File: src/core/host_port_pkg.sv
// Constants shared by the indirect host register port
package host_port_pkg;

  // External register offsets on the 3-bit host address
  localparam logic [2:0] OFS_DATA_BYTE_0 = 3'h0;
  localparam logic [2:0] OFS_DATA_BYTE_1 = 3'h1;
  localparam logic [2:0] OFS_DATA_BYTE_2 = 3'h2;
  localparam logic [2:0] OFS_DATA_BYTE_3 = 3'h3;
  localparam logic [2:0] OFS_SLEEP = 3'h4;
  localparam logic [2:0] OFS_SYNC  = 3'h5;
  localparam logic [2:0] OFS_LOW   = 3'h6;
  localparam logic [2:0] OFS_HIGH  = 3'h7;

  // Widths
  localparam int XA_W = 3;
  localparam int XD_W = 8;
  localparam int IA_W = 12;
  localparam int ID_W = 32;
  localparam int CH_N = 4;

  // Upper address register fields
  localparam int HIGH_WRINC = 7;
  localparam int HIGH_RDINC = 6;
  localparam int HIGH_IA_MSB = 3;
  localparam int HIGH_IA_LSB = 0;

  // Software sync register fields
  localparam int SYNC_BEAM = 6;
  localparam int SYNC_HOP  = 5;
  localparam int SYNC_START = 4;
  localparam int SYNC_SEL_MSB = 3;
  localparam int SYNC_SEL_LSB = 0;

  // Sleep/program register fields
  localparam int PROG_MSB  = 7;
  localparam int PROG_LSB  = 4;
  localparam int SLEEP_MSB = 3;
  localparam int SLEEP_LSB = 0;

  // Values
  localparam logic [IA_W-1:0] IA_STEP   = 12'h001;
  localparam logic [1:0]      HIGH_GAP  = 2'h0;
  localparam logic [XD_W-1:0] SYNC_READ = 8'h00;

  // Timing: device clock period in ns and internal access length in device clocks
  localparam int CLK_PERIOD_NS = 40;
  localparam int ACCESS_CYCLES = 2;
  localparam logic [0:0] ACC_LAST = 1'(ACCESS_CYCLES - 1);

endpackage

File: src/core/int_access_if.sv
// Request and answer between the host port and its internal access sequencer
`timescale 1ns/10ps
`default_nettype none
interface int_access_if;
  logic                         start;
  logic                         is_write;
  logic [host_port_pkg::IA_W-1:0] addr;
  logic [host_port_pkg::ID_W-1:0] wdata;
  logic [host_port_pkg::ID_W-1:0] rdata;
  logic                         done;
  modport port (output start, output is_write, output addr, output wdata,
                input rdata, input done);
  modport seq  (input start, input is_write, input addr, input wdata,
                output rdata, output done);
endinterface
`default_nettype wire

File: src/core/indirect_host_register_port.sv
// Byte-wide host port with indirect access to the internal register space
// Behaviour
// - Host picks one of eight byte registers
// - Internal space: 12-bit address, 32-bit data
// - Upper address register bits 3:0 hold top
// - Lower address register holds low eight bits
// - Read-increment bit advances address after reads
// - Write-increment bit advances address after writes
// - Both bits set: advance after every access
// - Writing byte 0 starts internal write
// - Reading byte 0 starts read, loads bytes
// - Internal access takes exactly two clocks
// - Sleep and sync registers act immediately
// - Sync register: types fan to selected channels
// - Program bits permit channel memory loading
// - Sleep bits activate channels, high runs
// - Start sync clears channel sleep bit
// - Separate strobes: ready low until internal done
// - Data strobe: acknowledge low until strobe released
// - Ready/acknowledge pin is open drain
// - Many accesses under one chip select
`timescale 1ns/10ps
`default_nettype none
module indirect_host_register_port (
  input  wire logic                           clk_sys,
  input  wire logic                           resetn,
  input  wire logic                           mode_strap,
  input  wire logic                           chip_select_n,
  input  wire logic                           data_strobe_n,
  input  wire logic                           write_strobe_rw,
  input  wire logic [host_port_pkg::XA_W-1:0] host_addr,
  input  wire logic [host_port_pkg::XD_W-1:0] host_data_in,
  output logic      [host_port_pkg::XD_W-1:0] host_data_out,
  output logic                                host_data_oe_n,
  output logic                                access_acknowledge_n,
  output logic                                access_acknowledge_oe_n,
  output logic                                int_wr_en,
  output logic                                int_rd_en,
  output logic      [host_port_pkg::IA_W-1:0] int_addr,
  output logic      [host_port_pkg::ID_W-1:0] int_wdata,
  input  wire logic [host_port_pkg::ID_W-1:0] int_rdata,
  input  wire logic [host_port_pkg::CH_N-1:0] pin_start_sync,
  output logic      [host_port_pkg::CH_N-1:0] channel_awake,
  output logic      [host_port_pkg::CH_N-1:0] channel_program_en,
  output logic      [host_port_pkg::CH_N-1:0] beam_sync,
  output logic      [host_port_pkg::CH_N-1:0] hop_sync,
  output logic      [host_port_pkg::CH_N-1:0] start_sync
);
  localparam int PIN_W = 5 + host_port_pkg::XA_W + host_port_pkg::XD_W;

  typedef enum logic [1:0] {
    ST_IDLE = 2'b00,
    ST_BUSY = 2'b01,
    ST_HOLD = 2'b10
  } port_state_t;

  typedef struct packed {
    port_state_t                    st;
    logic                           mode;
    logic                           mode_taken;
    logic                           is_wr;
    logic [host_port_pkg::XD_W-1:0] b0;
    logic [host_port_pkg::XD_W-1:0] b1;
    logic [host_port_pkg::XD_W-1:0] b2;
    logic [host_port_pkg::XD_W-1:0] b3;
    logic [host_port_pkg::IA_W-1:0] ia;
    logic                           wrinc;
    logic                           rdinc;
    logic [host_port_pkg::CH_N-1:0] prog;
    logic [host_port_pkg::CH_N-1:0] sleep;
    logic [host_port_pkg::CH_N-1:0] beam;
    logic [host_port_pkg::CH_N-1:0] hop;
    logic [host_port_pkg::CH_N-1:0] start;
    logic [host_port_pkg::XD_W-1:0] dout;
    logic                           go;
    logic                           go_wr;
  } port_reg_t;

  port_reg_t r;
  port_reg_t r_nxt;

  logic [PIN_W-1:0]                 pins_s;
  logic                             fill_s;
  logic                             cs_s;
  logic                             ds_s;
  logic                             wrl_s;
  logic                             mode_s;
  logic [host_port_pkg::XA_W-1:0]   xa_s;
  logic [host_port_pkg::XD_W-1:0]   xd_s;
  logic                             act;
  logic                             wr_req;
  logic [host_port_pkg::CH_N-1:0]   sel;

  int_access_if acc ();

  pin_sync #(.W(PIN_W)) u_pin_sync (
    .clk_sys (clk_sys),
    .resetn  (resetn),
    .pin_in  ({1'b1, mode_strap, !chip_select_n, !data_strobe_n, !write_strobe_rw,
               host_addr, host_data_in}),
    .pin_out (pins_s)
  );

  // Strobes inverted so cleared stages read idle; top bit marks filled stages
  assign {fill_s, mode_s, cs_s, ds_s, wrl_s, xa_s, xd_s} = pins_s;

  // Mode 0: read strobe and write strobe; mode 1: data strobe and read/write
  always_comb begin
    if (r.mode) begin
      act    = cs_s && ds_s;
      wr_req = wrl_s;
    end else begin
      act    = cs_s && (ds_s || wrl_s);
      wr_req = wrl_s;
    end
  end

  assign sel = xd_s[host_port_pkg::SYNC_SEL_MSB:host_port_pkg::SYNC_SEL_LSB];

  always_comb begin
    r_nxt       = r;
    r_nxt.go    = 1'b0;
    r_nxt.beam  = '0;
    r_nxt.hop   = '0;
    r_nxt.start = '0;
    if (!r.mode_taken && fill_s) begin
      r_nxt.mode       = mode_s;
      r_nxt.mode_taken = 1'b1;
    end
    case (r.st)
      ST_IDLE: begin
        if (act && r.mode_taken) begin
          r_nxt.is_wr = wr_req;
          r_nxt.st    = ST_HOLD;
          if (wr_req) begin
            case (xa_s)
              host_port_pkg::OFS_DATA_BYTE_0: begin
                r_nxt.b0    = xd_s;
                r_nxt.go    = 1'b1;
                r_nxt.go_wr = 1'b1;
                r_nxt.st    = ST_BUSY;
              end
              host_port_pkg::OFS_DATA_BYTE_1: r_nxt.b1 = xd_s;
              host_port_pkg::OFS_DATA_BYTE_2: r_nxt.b2 = xd_s;
              host_port_pkg::OFS_DATA_BYTE_3: r_nxt.b3 = xd_s;
              host_port_pkg::OFS_SLEEP: begin
                r_nxt.prog  = xd_s[host_port_pkg::PROG_MSB:host_port_pkg::PROG_LSB];
                r_nxt.sleep = xd_s[host_port_pkg::SLEEP_MSB:host_port_pkg::SLEEP_LSB];
              end
              host_port_pkg::OFS_SYNC: begin
                r_nxt.beam  = sel & {host_port_pkg::CH_N{xd_s[host_port_pkg::SYNC_BEAM]}};
                r_nxt.hop   = sel & {host_port_pkg::CH_N{xd_s[host_port_pkg::SYNC_HOP]}};
                r_nxt.start = sel & {host_port_pkg::CH_N{xd_s[host_port_pkg::SYNC_START]}};
              end
              host_port_pkg::OFS_LOW: r_nxt.ia[7:0] = xd_s;
              host_port_pkg::OFS_HIGH: begin
                r_nxt.wrinc = xd_s[host_port_pkg::HIGH_WRINC];
                r_nxt.rdinc = xd_s[host_port_pkg::HIGH_RDINC];
                r_nxt.ia[host_port_pkg::IA_W-1:8] =
                  xd_s[host_port_pkg::HIGH_IA_MSB:host_port_pkg::HIGH_IA_LSB];
              end
              default: r_nxt.st = ST_HOLD;
            endcase
          end else begin
            case (xa_s)
              host_port_pkg::OFS_DATA_BYTE_0: begin
                r_nxt.go    = 1'b1;
                r_nxt.go_wr = 1'b0;
                r_nxt.st    = ST_BUSY;
              end
              host_port_pkg::OFS_DATA_BYTE_1: r_nxt.dout = r.b1;
              host_port_pkg::OFS_DATA_BYTE_2: r_nxt.dout = r.b2;
              host_port_pkg::OFS_DATA_BYTE_3: r_nxt.dout = r.b3;
              host_port_pkg::OFS_SLEEP: r_nxt.dout = {r.prog, r.sleep};
              host_port_pkg::OFS_SYNC:  r_nxt.dout = host_port_pkg::SYNC_READ;
              host_port_pkg::OFS_LOW:   r_nxt.dout = r.ia[7:0];
              host_port_pkg::OFS_HIGH:
                r_nxt.dout = {r.wrinc, r.rdinc, host_port_pkg::HIGH_GAP,
                              r.ia[host_port_pkg::IA_W-1:8]};
              default: r_nxt.dout = '0;
            endcase
          end
        end
      end
      ST_BUSY: begin
        if (acc.done) begin
          r_nxt.st = ST_HOLD;
          if (!r.is_wr) begin
            {r_nxt.b3, r_nxt.b2, r_nxt.b1, r_nxt.b0} = acc.rdata;
            r_nxt.dout = acc.rdata[host_port_pkg::XD_W-1:0];
          end
          if ((r.is_wr && r.wrinc) ||
              (!r.is_wr && r.rdinc)) begin
            r_nxt.ia = r.ia + host_port_pkg::IA_STEP;
          end
        end
      end
      ST_HOLD: begin
        if (!act) begin
          r_nxt.st = ST_IDLE;
        end
      end
      default: r_nxt.st = ST_IDLE;
    endcase
    // Start sync from software or pin puts the channel to sleep
    r_nxt.sleep = r_nxt.sleep & ~(r_nxt.start | pin_start_sync);
  end

  always_ff @(posedge clk_sys or negedge resetn) begin
    if (!resetn) begin
      r <= '0;
    end else begin
      r <= r_nxt;
    end
  end

  assign acc.start    = r.go;
  assign acc.is_write = r.go_wr;
  assign acc.addr     = r.ia;
  assign acc.wdata    = {r.b3, r.b2, r.b1, r.b0};

  int_access_seq u_seq (
    .clk_sys   (clk_sys),
    .resetn    (resetn),
    .req       (acc.seq),
    .int_wr_en (int_wr_en),
    .int_rd_en (int_rd_en),
    .int_addr  (int_addr),
    .int_wdata (int_wdata),
    .int_rdata (int_rdata)
  );

  // Open-drain handshake: pin only ever pulled low
  assign access_acknowledge_n = 1'b0;
  always_comb begin
    if (r.mode) begin
      access_acknowledge_oe_n = !((r.st == ST_HOLD) && act);
    end else begin
      access_acknowledge_oe_n = !((r.st == ST_BUSY) ||
        ((r.st == ST_IDLE) && act && r.mode_taken));
    end
  end

  assign host_data_out      = r.dout;
  assign host_data_oe_n     = !((r.st == ST_HOLD) && act && !r.is_wr);
  assign channel_awake      = r.sleep;
  assign channel_program_en = r.prog;
  assign beam_sync          = r.beam;
  assign hop_sync           = r.hop;
  assign start_sync         = r.start;
endmodule
`default_nettype wire

File: src/core/pin_sync.sv
// Two-stage synchroniser for a group of pin inputs
`timescale 1ns/10ps
`default_nettype none
module pin_sync #(
  parameter int W = 1
) (
  input  wire logic         clk_sys,
  input  wire logic         resetn,
  input  wire logic [W-1:0] pin_in,
  output logic      [W-1:0] pin_out
);
  typedef struct packed {
    logic [W-1:0] meta;
    logic [W-1:0] stable;
  } sync_state_t;

  sync_state_t r;
  sync_state_t r_nxt;

  always_comb begin
    r_nxt        = r;
    r_nxt.meta   = pin_in;
    r_nxt.stable = r.meta;
  end

  always_ff @(posedge clk_sys or negedge resetn) begin
    if (!resetn) begin
      r <= '0;
    end else begin
      r <= r_nxt;
    end
  end

  assign pin_out = r.stable;
endmodule
`default_nettype wire

File: src/core/int_access_seq.sv
// Sequencer that runs one fixed-length internal register access
`timescale 1ns/10ps
`default_nettype none
module int_access_seq (
  input  wire logic                           clk_sys,
  input  wire logic                           resetn,
  int_access_if.seq                           req,
  output logic                                int_wr_en,
  output logic                                int_rd_en,
  output logic [host_port_pkg::IA_W-1:0]      int_addr,
  output logic [host_port_pkg::ID_W-1:0]      int_wdata,
  input  wire logic [host_port_pkg::ID_W-1:0] int_rdata
);
  typedef struct packed {
    logic                           busy;
    logic                           is_write;
    logic [0:0]                     cnt;
    logic [host_port_pkg::IA_W-1:0] addr;
    logic [host_port_pkg::ID_W-1:0] wdata;
    logic [host_port_pkg::ID_W-1:0] rdata;
  } seq_state_t;

  seq_state_t r;
  seq_state_t r_nxt;
  logic       last;

  assign last = r.busy && (r.cnt == host_port_pkg::ACC_LAST);

  always_comb begin
    r_nxt = r;
    if (r.busy) begin
      r_nxt.cnt = r.cnt + 1'b1;
      if (last) begin
        r_nxt.busy = 1'b0;
        if (!r.is_write) begin
          r_nxt.rdata = int_rdata;
        end
      end
    end else if (req.start) begin
      r_nxt.busy     = 1'b1;
      r_nxt.cnt      = '0;
      r_nxt.is_write = req.is_write;
      r_nxt.addr     = req.addr;
      r_nxt.wdata    = req.wdata;
    end
  end

  always_ff @(posedge clk_sys or negedge resetn) begin
    if (!resetn) begin
      r <= '0;
    end else begin
      r <= r_nxt;
    end
  end

  // Two-cycle strobe on the internal bus
  assign int_wr_en = r.busy && r.is_write;
  assign int_rd_en = r.busy && !r.is_write;
  assign int_addr  = r.addr;
  assign int_wdata = r.wdata;
  assign req.done  = last;
  assign req.rdata = int_rdata;
endmodule
`default_nettype wire

File: config.mk
export PLATFORM = sky130hd
export DESIGN_NAME = indirect_host_register_port
export DESIGN_NICKNAME = d
export VERILOG_FILES = /design/src/core/host_port_pkg.sv /design/src/core/int_access_if.sv /design/src/core/indirect_host_register_port.sv /design/src/core/pin_sync.sv /design/src/core/int_access_seq.sv
export SDC_FILE = /design/constraint.sdc
export NUM_CORES = 1
export LEC_CHECK = 0
export BUFFER_PORTS_ARGS = -buffer_cell sky130_fd_sc_hd__clkbuf_2
export CORE_MARGIN = 2
export CORE_UTILIZATION = 39
export DETAILED_ROUTE_END_ITERATION = 10
export GPL_TIMING_DRIVEN = 0
export SLEW_MARGIN = 20
export SYNTH_ARGS = -nofsm -noshare
export SYNTH_HDL_FRONTEND = slang
export SYNTH_SLANG_ARGS = --single-unit
File: constraint.sdc
create_clock -name clk_sys -period 4.5 [get_ports clk_sys]
set_input_delay 0.675 -clock clk_sys [delete_from_list [all_inputs] [get_ports clk_sys]]
set_output_delay 0.675 -clock clk_sys [all_outputs]
set_load 0.01 [all_outputs]
==> metrics <==
status=finished clean; met2 WL=9641 um; wire per inst=19.02 um; fin crit share=0.5990; PnR worst setup slack=1.805 ns; Setup Skew=0.009186 ns; CTS buffer count=17; max-cap viol count=0; ANT cells=0; WL met3=1086 um; crit path launch type=flip-flop; met1 WL=9861 um; number of global-route vias before repair=5670; Syn Inst Count=681; CP Max Fanout=10; global-route wire length before repair=32530 um; worst hold path type=input port to async pin; minimum hold slack=0.2826 ns; final instance area=0.009346 sq mm; Clock Latency Late Sink=0.43 ns; top cell type by total area after synthesis=dfrtp_1; peak supply drop=313.2 uV; critical path cell sequence=and2b_1, buf_6, o21a_1, nor2_1, o31a_1, clkbuf_2; count of warnings emitted by yosys=0; IO Pins=130; Routed WL=21030 um; CTS tree=done; CP peak stage delay=0.52 ns; Yosys top cell area share=0.5208; Reg2Reg Setup Slack=2.15 ns; full die area=0.02085 sq mm; sequential area share after synthesis=0.5208; CP Capture Type=output port; largest net degree at the start of global routing=82; Synth Register Bits=160; Die X=144.4 um; mapped cell area=0.007687 sq mm; Starting Density=0.3963; nets=883; hold-fix buffers at CTS=0; vias=5632; Slew Limit Fails=0; layout cells sized above 1=0.3817; DRC Markers=0; Main synth FF type=dfrtp_1; pwr dens=567.8 mW/mm^2; Iter 0 DRT Violations=426; delay-heaviest family, CP=flip-flops; Placement Cell Area=0.008696 sq mm; Slew @ Worst Pin=1.037 ns; num rows=51; WP buf/inv=2; synth top area cells=dfrtp_1 52%, buf_4 7.3%, mux2_2 6.3%; H-tree depth=4; GRT Total Usage=0.2124; Antenna Nets Post-Route=0; top sig layer=met4; Core Area=0.01940 sq mm; Port Buffers=128; Post-CTS Setup Bufs=0; Netlist cell types=64; Worst R2R Start=r[80]; GR Overflow Total=0; Worst-path clk slew=0.06 ns; RSZ-0062 raised after global routing=no; Rel. slew slack=0.3021; number of antenna violations at the first check in global routing=0; RR Endpoint=acc.wdata[5]; maximum clock frequency=371.0 MHz; final core occ=0.4818; critical path data required time=3.83 ns; kind of critical path=flip-flop to output port; DR vias/cell=5.092; Leak=4.537 nW; CP max-delay cell=dfrtp_1; pre-CTS setup slack=2.224 ns; routability congestion estimate=0.9277; final hold violations=0; die extent in y=144.4 um; Post-Syn Nets=735; Data arrival, critical path=2.02 ns; min cycle time layout=2.695 ns; syn avg cell area=11.29 sq um; Post-synth EDFFs=0; area delta synth->final=21.58%; Final Setup Violations=0; post-CTS sizing=0; CTS root buf=clkbuf_16; Num Clock Sinks=160; ys async rst share=1.000; Final HPWL DP=15350 um; worst r2r path cells=7; drt first pass iters=7; CTS max path bufs=2
[worst max-delay path by stage]
stage	slack, ns	depth (start not counted)	from	to
after detailed placement	2.22	7	r[80]	acc.wdata[5]
after CTS	1.81	6	u_pin_sync.pin_out[11]	access_acknowledge_oe_n
after global placement	-0.17	1	resetn	u_seq.int_wdata[3]
final	1.80	6	u_pin_sync.pin_out[11]	access_acknowledge_oe_n
after global routing	1.72	6	u_pin_sync.pin_out[11]	access_acknowledge_oe_n
after floorplan	2.56	5	r[78]	access_acknowledge_oe_n
[cell usage in the layout, fill, tap and decap left out, types with 11 or more instances in the layout]
cell type	netlist	routed
nand2b_1	14	14
clkbuf_16	0	17
inv_1	37	37
mux2_2	43	43
nand2_1	35	35
a21oi_1	34	34
dfrtp_1	160	160
o21ai_0	24	24
nor2_1	26	26
buf_2	18	18
a31oi_1	11	11
mux2i_1	38	38
clkbuf_2	0	127
nand3_1	13	13
buf_4	75	75
[final cells by class]
class                      instances  area [sq um]
buffer                           109         728.2
clock buffer                      21         460.4
clock inverter                    10         183.9
fill                            1886         10050
inverter                          37         138.9
multi-input combinational        375          2823
sequential                       160          4004
tap                              265         331.6
timing repair buffer             129         676.9
[cell usage after synthesis, types with 3 or more instances]
cell and instances:
nor2b_1 7, and4_1 8, nand4_1 4, nand2_1 35, buf_2 18, buf_4 75, a31oi_1 11, clkbuf_1 8
o211ai_1 3, nand2b_1 14, a211oi_1 7, mux2_4 7, mux2_2 43, a221oi_1 7, o221ai_1 5, nand3_1 13
mux2i_1 38, a21o_1 4, a221o_1 4, o21ai_0 24, nor2_1 26, o22ai_1 8, and2_1 5, a21oi_4 4
o22a_1 4, dfrtp_1 160, mux2_1 6, inv_1 37, nor3_1 10, buf_1 6, and3_1 6, a21oi_1 34
[sequential cells by signal (all words and copies together) (netlist names), 7 cells and up]
signal              cells
host_data_out           8
u_pin_sync.r           16
acc.addr               12
u_pin_sync.pin_out     16
acc.wdata              32
r                       7
u_seq.int_wdata        32
u_seq.int_addr         12
[power breakdown]
part	internal, mW	total (mW)	switching, mW
logic	0.801	1.55	0.747
clock network	1.01	1.59	0.576
registers	1.85	2.17	0.324
[per-stage QoR]
| stage | TNS (ns) | std cells | total power [mW] |
|---|---|---|---|
| detailed placement | 0 | 1075 | 3.749 |
| CTS | 0 | 1106 | 5.352 |
| global placement | -24.83 | 1074 | 3.720 |
| finish | 0 | 1106 | 5.306 |
| global route | 0 | 1106 | 5.615 |
| floorplan | 0 | 681 | 3.169 |
[metal layers]
metal	vias up	global-route usage
li1	2632	-
met1	2783	0.2957
met2	191	0.3285
met3	26	0.04636
met4	0	0.07409
met5	-	0
[logic make-up (layout without fill, tap and decap cells)]
kind of cell,Yosys count,after routing,share of synthesized area
AO/OA/AOI/OAI,135,135,0.1258
adder cells (fa/ha/maj),1,1,0.001627
buffers and inverters,146,306,0.1128
flip-flops,160,160,0.5208
multiplexers,94,94,0.1349
other,2,2,0.0009769
AND/OR/NAND/NOR,143,143,0.1030
Power figures use the tool's default switching activity.
